**src/verilog/hpc_map.vh**
```
// Notes on behaviour
// - power select low bus, high self
// - over-current inputs are active low
// - over-current pins strap non-removable ports
// - power enable low means vbus on
// - port4/port3 power straps pick 2/3/4 ports
// - port2 power strap picks ganged/individual
// - port1 power strap enables 24/12 MHz clock
// - over-current per port or global
// - chip-select strap picks rom or leds
// - port1 led pin: led or suspend
// - rom mode: spi master drives clock, select, data
// - rom read yields ids and settings
// - vbus monitor switches self/bus power behaviour
// - system output: suspend or device clock
// - per-port status led in led mode
`ifndef HPC_MAP_VH
`define HPC_MAP_VH
`define HPC_NUM_PORTS     4
`define HPC_ROM_WORDS     16
`define HPC_ROM_CMD_READ  8'h03
`define HPC_SCK_DIV       4
`define HPC_CLK_DIV_24    2'h1
`define HPC_CLK_DIV_12    2'h2
`define HPC_VID_IDX       0
`define HPC_PID_IDX       1
`define HPC_UID_IDX       2
`define HPC_CFG_IDX       3
`endif

```
**src/verilog/hpc_port_power.v**
```verilog
`include "hpc_map.vh"
// board-facing hub port power, strap and led control
module hpc_port_power #(
  parameter NP = `HPC_NUM_PORTS
) (
  // clock and reset
  input  wire          mclk_i,
  input  wire          reset_n_i,
  input  wire          ce_i,
  // system pins
  input  wire          power_mode_select_i,
  input  wire          upstream_vbus_monitor_i,
  // port pins; power pins double as straps, captured on the fourth clock after reset
  input  wire [NP-1:0] overcurrent_in_n_i,
  input  wire [NP-1:0] power_strap_i,
  output reg  [NP-1:0] power_enable_n_o,
  output reg  [NP-1:0] power_enable_oe_o,
  // shared rom / led pins
  input  wire          rom_cs_strap_i,
  output reg           rom_chip_select_n_o,
  output reg           rom_chip_select_oe_o,
  output reg           rom_serial_clock_o,
  output reg           rom_data_out_o,
  input  wire          rom_data_in_i,
  output reg  [NP-1:0] port_led_n_o,
  output reg           sys_suspend_clk_o,
  // hub core side
  input  wire [NP-1:0] port_power_req_i,
  input  wire [NP-1:0] port_active_i,
  input  wire          suspend_i,
  input  wire          global_oc_mode_i,
  output reg           self_powered_o,
  output reg  [NP-1:0] overcurrent_o,
  output reg  [NP-1:0] nonremovable_o,
  output reg  [2:0]    port_count_o,
  output reg           ganged_o,
  output reg           rom_mode_o,
  output reg           cfg_valid_o,
  output reg  [15:0]   vendor_id_o,
  output reg  [15:0]   product_id_o,
  output reg  [15:0]   unique_id_o,
  output reg  [15:0]   hub_cfg_o
);
  // two-flop synchronisers for all pin inputs
  // system pins first, then port pins, straps and the rom data line
  localparam SW = 2*NP + 4;
  reg  [SW-1:0] s1_ff;
  reg  [SW-1:0] s2_ff;
  always @(posedge mclk_i or negedge reset_n_i) begin
    if (!reset_n_i) begin
      s1_ff <= {SW{1'b1}};
      s2_ff <= {SW{1'b1}};
    end else if (ce_i) begin
      s1_ff <= {power_mode_select_i,
                upstream_vbus_monitor_i,
                overcurrent_in_n_i,
                power_strap_i,
                rom_cs_strap_i,
                rom_data_in_i};
      s2_ff <= s1_ff;
    end
  end
  wire          bus_sel  = s2_ff[SW-1];
  wire          vbus_s   = s2_ff[SW-2];
  wire [NP-1:0] oc_n_s   = s2_ff[SW-3 -: NP];
  wire [NP-1:0] strap_s  = s2_ff[SW-3-NP -: NP];
  wire          cs_str   = s2_ff[1];
  wire          miso_s   = s2_ff[0];

  // straps tracked while pins float, frozen after release settles;
  // the 2-flop delay means the first captured level is post-release
  reg [2:0]    rel_ff;
  reg          done_ff;
  reg [NP-1:0] nr_ff;
  reg [NP-1:0] pst_ff;
  reg          cs_ff;
  always @(posedge mclk_i or negedge reset_n_i) begin
    if (!reset_n_i) begin
      rel_ff <= 3'h0;
      done_ff <= 1'b0;
      nr_ff <= {NP{1'b0}};
      pst_ff <= {NP{1'b1}};
      cs_ff <= 1'b1;
    end else if (ce_i) begin
      rel_ff <= {rel_ff[1:0], 1'b1};
      if (!done_ff && rel_ff[2]) begin
        done_ff <= 1'b1;
        nr_ff <= ~oc_n_s;
        pst_ff <= strap_s;
        cs_ff <= cs_str;
      end
    end
  end

  // decoded configuration
  wire [2:0] nports = (pst_ff[3:2] == 2'b11) ? 3'd4 :
                      (pst_ff[3:2] == 2'b10) ? 3'd3 : 3'd2;
  wire gang   = ~pst_ff[1];
  wire clk_en = ~pst_ff[0];
  wire romsel = ~cs_ff;
  // self powered only with the select high and vbus present
  wire selfp  = bus_sel & vbus_s;

  // rom reader instance, started once after strap capture in rom mode
  reg         rstart_ff;
  wire        rbusy, rvld, rsck, rcs, rmosi;
  wire [3:0]  ridx;
  wire [15:0] rword;
  hpc_rom_reader #(.WORDS(`HPC_ROM_WORDS), .AW(4)) u_rom (
    .mclk_i     (mclk_i),
    .reset_n_i  (reset_n_i),
    .ce_i       (ce_i),
    .start_i    (rstart_ff),
    .busy_o     (rbusy),
    .word_vld_o (rvld),
    .word_idx_o (ridx),
    .word_o     (rword),
    .sck_o      (rsck),
    .cs_n_o     (rcs),
    .mosi_o     (rmosi),
    .miso_i     (miso_s)
  );

  // device clock divider for 24 or 12 MHz equivalent
  reg [1:0]  cdiv_ff;
  reg        nclk_ff;
  wire [1:0] cdiv_top = hub_cfg_o[0] ? `HPC_CLK_DIV_12 : `HPC_CLK_DIV_24;

  // the divider runs only once straps are frozen, so a strapped-off
  // clock output never toggles the shared system pin during boot
  always @(posedge mclk_i or negedge reset_n_i) begin
    if (!reset_n_i) begin
      cdiv_ff <= 2'h0;
      nclk_ff <= 1'b0;
    end else if (ce_i && done_ff) begin
      if (cdiv_ff >= cdiv_top - 2'h1) begin
        cdiv_ff <= 2'h0;
        nclk_ff <= ~nclk_ff;
      end else begin
        cdiv_ff <= cdiv_ff + 2'h1;
      end
    end
  end

  // per-port enable mask; ports at or above the count stay dark
  wire [NP-1:0] en_mask;
  wire [NP-1:0] oc_any;
  genvar g;
  generate
    for (g = 0; g < NP; g = g + 1) begin : g_port
      assign en_mask[g] = (g < nports);
    end
  endgenerate
  // global mode spreads any enabled port's fault to every enabled port
  assign oc_any = {NP{|(~oc_n_s & en_mask)}};

  // main registered outputs
  always @(posedge mclk_i or negedge reset_n_i) begin
    if (!reset_n_i) begin
      power_enable_n_o <= {NP{1'b1}};
      power_enable_oe_o <= {NP{1'b0}};
      rom_chip_select_n_o <= 1'b1;
      rom_chip_select_oe_o <= 1'b0;
      rom_serial_clock_o <= 1'b0;
      rom_data_out_o <= 1'b0;
      port_led_n_o <= {NP{1'b1}};
      sys_suspend_clk_o <= 1'b0;
      self_powered_o <= 1'b0;
      overcurrent_o <= {NP{1'b0}};
      nonremovable_o <= {NP{1'b0}};
      port_count_o <= 3'd0;
      ganged_o <= 1'b0;
      rom_mode_o <= 1'b0;
      cfg_valid_o <= 1'b0;
      vendor_id_o <= 16'h0000;
      product_id_o <= 16'h0000;
      unique_id_o <= 16'h0000;
      hub_cfg_o <= 16'h0000;
      rstart_ff <= 1'b0;
    end else if (ce_i) begin
      rstart_ff <= 1'b0;
      if (done_ff) begin
        // pins stay released until straps are frozen
        power_enable_oe_o <= {NP{1'b1}};
        rom_chip_select_oe_o <= 1'b1;
        self_powered_o <= selfp;
        nonremovable_o <= nr_ff & en_mask;
        port_count_o <= nports;
        ganged_o <= gang;
        rom_mode_o <= romsel;
        overcurrent_o <= (global_oc_mode_i ? oc_any
                                           : ~oc_n_s) & en_mask;
        // low turns vbus on; ganged follows port 1 request
        power_enable_n_o <= ~((gang ? {NP{port_power_req_i[0]}}
                                    : port_power_req_i) & en_mask);
        if (romsel) begin
          // one read per boot; the valid flag blocks a second fetch
          if (!cfg_valid_o && !rbusy && !rstart_ff && !rvld)
            rstart_ff <= 1'b1;
          rom_serial_clock_o <= rsck;
          rom_chip_select_n_o <= rcs;
          rom_data_out_o <= rmosi;
          port_led_n_o <= {{(NP-1){1'b1}}, ~suspend_i};
        end else begin
          rom_chip_select_n_o <= 1'b1;
          rom_serial_clock_o <= 1'b0;
          rom_data_out_o <= 1'b0;
          port_led_n_o <= ~(port_active_i & en_mask);
          // nothing to fetch in led mode, the ids keep their zeros
          cfg_valid_o <= 1'b1;
        end
        // words past the four known slots are read and dropped
        if (rvld) begin
          case (ridx)
            `HPC_VID_IDX: vendor_id_o <= rword;
            `HPC_PID_IDX: product_id_o <= rword;
            `HPC_UID_IDX: unique_id_o <= rword;
            `HPC_CFG_IDX: hub_cfg_o <= rword;
            default: ;
          endcase
          if (ridx == `HPC_ROM_WORDS - 1) cfg_valid_o <= 1'b1;
        end
        // system pin: device clock when strapped, else suspend
        sys_suspend_clk_o <= clk_en ? nclk_ff : suspend_i;
      end
    end
  end
endmodule

```
**src/verilog/hpc_rom_reader.v**
```verilog
`include "hpc_map.vh"
// spi master: one read command, then a stream of 16-bit words
module hpc_rom_reader #(
  parameter WORDS = `HPC_ROM_WORDS,
  parameter AW    = 4
) (
  // clock and reset
  input  wire          mclk_i,
  input  wire          reset_n_i,
  input  wire          ce_i,
  // control
  input  wire          start_i,
  output reg           busy_o,
  output reg           word_vld_o,
  output reg  [AW-1:0] word_idx_o,
  output reg  [15:0]   word_o,
  // spi pins
  output reg           sck_o,
  output reg           cs_n_o,
  output reg           mosi_o,
  input  wire          miso_i
);
  localparam S_IDLE = 3'b001;
  localparam S_CMD  = 3'b010;
  localparam S_DATA = 3'b100;
  reg [2:0]  st_ff;
  reg [7:0]  div_ff;
  reg [31:0] sh_ff;
  reg [4:0]  bit_ff;
  reg [AW:0] cnt_ff;
  wire tick = (div_ff == `HPC_SCK_DIV - 1);
  // spi mode 0: shift out on falling edge, sample on rising edge
  always @(posedge mclk_i or negedge reset_n_i) begin
    if (!reset_n_i) begin
      st_ff <= S_IDLE;
      div_ff <= 8'h00;
      sh_ff <= 32'h0000_0000;
      bit_ff <= 5'h00;
      cnt_ff <= {(AW+1){1'b0}};
      busy_o <= 1'b0;
      word_vld_o <= 1'b0;
      word_idx_o <= {AW{1'b0}};
      word_o <= 16'h0000;
      sck_o <= 1'b0;
      cs_n_o <= 1'b1;
      mosi_o <= 1'b0;
    end else if (ce_i) begin
      word_vld_o <= 1'b0;
      div_ff <= tick ? 8'h00 : div_ff + 8'h01;
      case (st_ff)
        S_IDLE: begin
          if (start_i) begin
            st_ff <= S_CMD;
            busy_o <= 1'b1;
            cs_n_o <= 1'b0;
            sh_ff <= {`HPC_ROM_CMD_READ, 24'h000000};
            // the read command's top bit is zero, so the line starts low
            mosi_o <= 1'b0;
            bit_ff <= 5'h1f;
            div_ff <= 8'h00;
            cnt_ff <= {(AW+1){1'b0}};
          end
        end
        S_CMD, S_DATA: if (tick) begin
          sck_o <= ~sck_o;
          if (!sck_o) begin
            // rising edge: sample rom data
            sh_ff <= {sh_ff[30:0], miso_i};
            if (bit_ff == 5'h00) begin
              if (st_ff == S_CMD) begin
                st_ff <= S_DATA;
                bit_ff <= 5'h0f;
              end else begin
                word_vld_o <= 1'b1;
                word_o <= {sh_ff[14:0], miso_i};
                word_idx_o <= cnt_ff[AW-1:0];
                cnt_ff <= cnt_ff + 1'b1;
                bit_ff <= 5'h0f;
                if (cnt_ff == WORDS - 1) begin
                  st_ff <= S_IDLE;
                  cs_n_o <= 1'b1;
                  busy_o <= 1'b0;
                  sck_o <= 1'b0;
                end
              end
            end else begin
              bit_ff <= bit_ff - 5'h01;
            end
          end else begin
            mosi_o <= (st_ff == S_CMD) ? sh_ff[31] : 1'b0;
          end
        end
        default: st_ff <= S_IDLE;
      endcase
    end
  end
endmodule
```
**config.mk**
```make
export PLATFORM = sky130hd
export DESIGN_NAME = hpc_port_power
export DESIGN_NICKNAME = d
export VERILOG_FILES = /design/src/verilog/hpc_port_power.v /design/src/verilog/hpc_rom_reader.v
export VERILOG_INCLUDE_DIRS = /design/src /design/src/verilog
export SDC_FILE = /design/constraint.sdc
export NUM_CORES = 1
export LEC_CHECK = 0
export ABC_AREA = 1
export BUFFER_PORTS_ARGS = -buffer_cell sky130_fd_sc_hd__buf_4
export CORE_ASPECT_RATIO = 0.75
export CORE_MARGIN = 1
export CORE_UTILIZATION = 25
export CTS_CLUSTER_SIZE = 10
export DETAILED_ROUTE_END_ITERATION = 6
export SKIP_LAST_GASP = 1
export SYNTH_ARGS = -nofsm -noshare
export SYNTH_HDL_FRONTEND = slang
export SYNTH_SLANG_ARGS = --single-unit
export TNS_END_PERCENT = 50
```
**constraint.sdc**
```tcl
create_clock -name mclk_i -period 4.9 [get_ports mclk_i]
set_clock_uncertainty 0.1 [all_clocks]
set_input_delay 0.98 -clock mclk_i [delete_from_list [all_inputs] [get_ports mclk_i]]
set_output_delay 0.98 -clock mclk_i [all_outputs]
set_load 0.005 [all_outputs]
```
# == Word level (Yosys, flattened, before mapping) ==
# Cells that the tools add are included.
# totals
ff_bits,212
out_inout_bits,96
wordCells,183
# op_classes
n_addsub,5
order_cmp,5
n_eq_ne,19
n_mux,69
bitwise_logic,15
n_reduce_logical,29
# op_table
operator,count
$mux W32,3
$pmux W32 S2,1
$mux W5,9
$mux W1,35
$mux W8,3
$mux W3,7
$and A4 B4 Y4,5
$pmux W5 S2,2
$reduce_and A4 Y1,4
$mux W4,3
$not A4 Y4,3
$reduce_and A6 Y1,2
$reduce_and A5 Y1,2
$add A8 B1 Y8 const B,1
$eq A4 B2 Y1 const B,2
$eq A8 B2 Y1 const B,1
$ne A2 B1 Y1 const B,4
$reduce_and A8 Y1,1
$reduce_and A7 Y1,1
$lt A1 B3 Y1 const A,2
$lt A2 B3 Y1 const A,2
$ne A2 B2 Y1 const B,3
$not A1 Y1,6
$pmux W1 S2,3
25 further kinds,37

# == Depth between registers and ports, before layout ==
# logic_depth
depth_word,8
mapped_depth,11
ltp_nobuf,11

# == Cells and area by module ==
# Synthesis repeated with hierarchy kept, for this count alone.
# hier_totals
cells_unflattened,996
hier_area_um2,8992.4
# by_module_without_submodules
module,instances,cells_per_inst,area_per_inst_um2,seq_area_each_um2
hpc_port_power,1,566,5398.9,3375.7
hpc_rom_reader,1,430,3593.4,1954.4

# == Worst setup path after synthesis ==
# OpenSTA, ideal clock, no wires.
# synth_timing
path_kind,in2reg
startpoint,input port ce_i
endpoint,register unique_id_o[0]
setup_ns,0.120
arrival_ns,1.810
required_time_ns,4.680
setup_slack_ns,2.870
cell_stages,6
path_buffers,1
path_cell_list,nand2_1 -> nor3_2 -> nand4_1 -> clkbuf_1 -> o21ai_0 -> inv_1
# synth_via
elab_chain_cells,1
# synth_rtl
element,line,source
start: declaration,hpc_port_power.v:9,"input wire ce_i,"
$reduce_and A4 Y1 (no source line),--,
end signal: assignment,hpc_port_power.v:217,`HPC_UID_IDX: unique_id_o <= rword;
end: declaration,hpc_port_power.v:41,"output reg [15:0] unique_id_o,"
# Every way passes these cells.
# A chain may end at the register's enable or synchronous reset.

# == Worst setup path after layout ==
# layout_timing
startpoint,input port ce_i
endpoint,register product_id_o[9]
# layout_via
elab_chain_cells,1
# layout_rtl
element,line,source
$reduce_and A4 Y1 (no source line),--,
end signal: assignment,hpc_port_power.v:216,`HPC_PID_IDX: product_id_o <= rword;
end: declaration,hpc_port_power.v:40,"output reg [15:0] product_id_o,"
# Every way passes these cells.

==> impl_metrics.ini <==
[timing]
slew_violations = 0
whs_ns = 0.327
hold_viol_final = 0
setup_tns_ns = 0
fin_crit_ns = 2.81
rsz0062_at_grt = false
fin_ws_ns = 2.09
worstMarginPinSlew_ns = 1.06
relSlewSlack = 0.293
max_freq_mhz = 356
setup_viol = 0
fin_crit_sh = 0.574

[floorplan]
dieArea_sq_um = 35900
ios = 121
rows = 59
fp.coreArea_sq_um = 34600
die_w_um = 218
start_util = 0.254
die_h_um = 164

[grt]
antenna_found_initial = 0
grt_busiest_layer = met2
grt_pass1_vias = 6084
grtUsageMet2 = 0.167
grt_first_pass_wirelength_mm = 31.7
track_usage = 0.107
use_met1 = 0.156
grt_util_met3 = 0.0131
overflow = 0
grt_max_degree = 106

[route]
routed_via_density = 4.24
drc = 0
firstDrtPassIters = 4
vias = 6515
first_iter_violations = 555
drt_wl_total_mm = 19.6
drtAntennaViolNets = 0
wire_per_inst_um = 12.7

[setup_path]
crit_required_ns = 5.18
end_kind = flop
r2r_start = u_rom.st_ff[0]
arrival_ns = 3.09
worstSetupPathType = input port to flop
crit_fanout = 50
critPathLaunch = ce_i
start_kind = input port

[yosys]
syn_nets = 991
synth-main-ff-cell = dfrtp_1
synthArstFlopShare = 1.00
syn_avg_cell_area_sq_um = 9.14
syn_inst = 961
synth_seq_cells = 211
yosysWarnings = 0
ys_seq_area_frac = 0.607
synth_area_sq_um = 8780
synth_enable_flop_cells = 0
synth_cell_types = 39

[clocking]
cts_setup_buffers = 0
clk_pin_slew_ns = 0.05
cts_root_buf = clkbuf_16
clk_path_buf_depth = 3
clkLatencyLatePin_ns = 0.50
holdBufCountCts = 0
cts_tree = built
numClockSinks = 211
cts_buffers = 25
htreeDepth = 1
cts-resized-gates = 0

[run]
max_cap_viol_count = 0

[power]
power.density_nw_per_um2 = 427
finalPower_mw = 4.59
p_leak_nw = 5.06
vdd_drop_max_v = 0.000239

[layout]
seqCellArea_sq_um = 5330
final_layout_size_suffix_gt1_frac = 0.204
fillers = 3567
post-route-util = 0.310
final_common_cell = nand2_1
multi_input_area_sq_um = 2820
diodes = 0
finalNetCount = 1099
syn_to_final_growth_pct = 22.4
final_cell_mix = nand2_1 (324), dfrtp_1 (171), buf_4 (125)

[placement]
place_ws_ns = 1.51
dpl.hpwl_mm = 13.0
place_congestion = 0.793
io_buffers = 120

[hold_path]
min-delay-path-class = input port to asynchronous set/reset pin

[outcome]
outcome = finished clean
-- worst max-delay path, cell delays in order --
cell,delay [ns]
buf_4,0.39
nand2_1,0.18
nor3_2,0.23
nand3_1,0.78
o21ai_0,0.48
-- flip-flops by register name (all words and copies together), names as in the netlist, 5 cells and up --
signal	flops
vendor_id_o	16
unique_id_o	16
u_rom.sh_ff	32
u_rom.cnt_ff	5
product_id_o	16
u_rom.word_o	16
s2_ff	12
u_rom.div_ff	8
s1_ff	12
hub_cfg_o	16
u_rom.bit_ff	5
-- power breakdown --
group	switching, mW	internal, mW	leakage [nW]
Clock	0.666	0.959	0.335
Sequential	0.136	1.95	2.53
Combinational	0.583	0.293	2.20
Total	1.39	3.21	5.06
-- logic make-up after synthesis --
group / after synthesis / share of synthesized area
buf+inv: 141 / 0.0714
flops: 211 / 0.607
fa+ha+maj: 5 / 0.00712
xor+xnor: 7 / 0.00698
compound gates: 177 / 0.112
simple gates: 420 / 0.195
-- stage by stage --
step,area (sq um),std cells
2_1_floorplan,8780,961
6_report,10700,1537
4_1_cts,10700,1537
5_1_grt,10700,1537
3_3_place_gp,10100,1499
3_5_place_dp,10100,1499
-- per-layer routing --
| metal | vias to the layer above | routed length (um) |
|---|---|---|
| li1 | 3260 | - |
| met1 | 3118 | 9700 |
| met2 | 109 | 8860 |
| met3 | 28 | 661 |
| met4 | 0 | 334 |
| met5 | - | 0 |
-- path summary, 6_finish.rpt --
kind	endpoint	slack (ns)	depth (start not counted)
worst min-delay path	nonremovable_o[1]	0.33	1
worst min register to register	s1_ff[0]	0.36	2
min in group mclk_i	s1_ff[0]	0.36	2
worst max-delay path	product_id_o[9]	2.09	5
worst max register to register	u_rom.sh_ff[0]	2.32	8
max in group asynchronous	vendor_id_o[12]	3.27	2
-- final cells by class --
type,count,area share
inverter,95,0.0332
sequential,211,0.496
multi-input combinational,609,0.263
tap,457,0.0532
clock buffer,38,0.0646
timing repair buffer,127,0.0904
-- synthesized netlist by cell type, types with 2 or more instances --
library cell / number / share of area
nor3_1: 4 / 0.0023
a31oi_1: 3 / 0.0021
buf_2: 6 / 0.0034
ha_1: 5 / 0.0071
o22a_1: 2 / 0.0020
clkbuf_1: 23 / 0.0098
buf_6: 10 / 0.013
buf_4: 4 / 0.0034
xnor2_1: 2 / 0.0020
nand4_1: 12 / 0.0085
o21bai_1: 2 / 0.0017
dfrtp_1: 171 / 0.49
a21oi_1: 10 / 0.0057
o21a_1: 2 / 0.0017
o21ai_2: 16 / 0.016
or2_2: 2 / 0.0014
nand2_1: 324 / 0.14
buf_1: 3 / 0.0013
xor2_1: 5 / 0.0050
nor2_4: 2 / 0.0026
a22o_1: 2 / 0.0020
nand3_1: 24 / 0.014
o21ai_1: 15 / 0.0085
o211ai_1: 2 / 0.0017
dfstp_2: 40 / 0.12
o21ai_0: 121 / 0.069
inv_1: 94 / 0.040
nor2_1: 44 / 0.019
No activity file was read; power rests on OpenSTA's default activity.
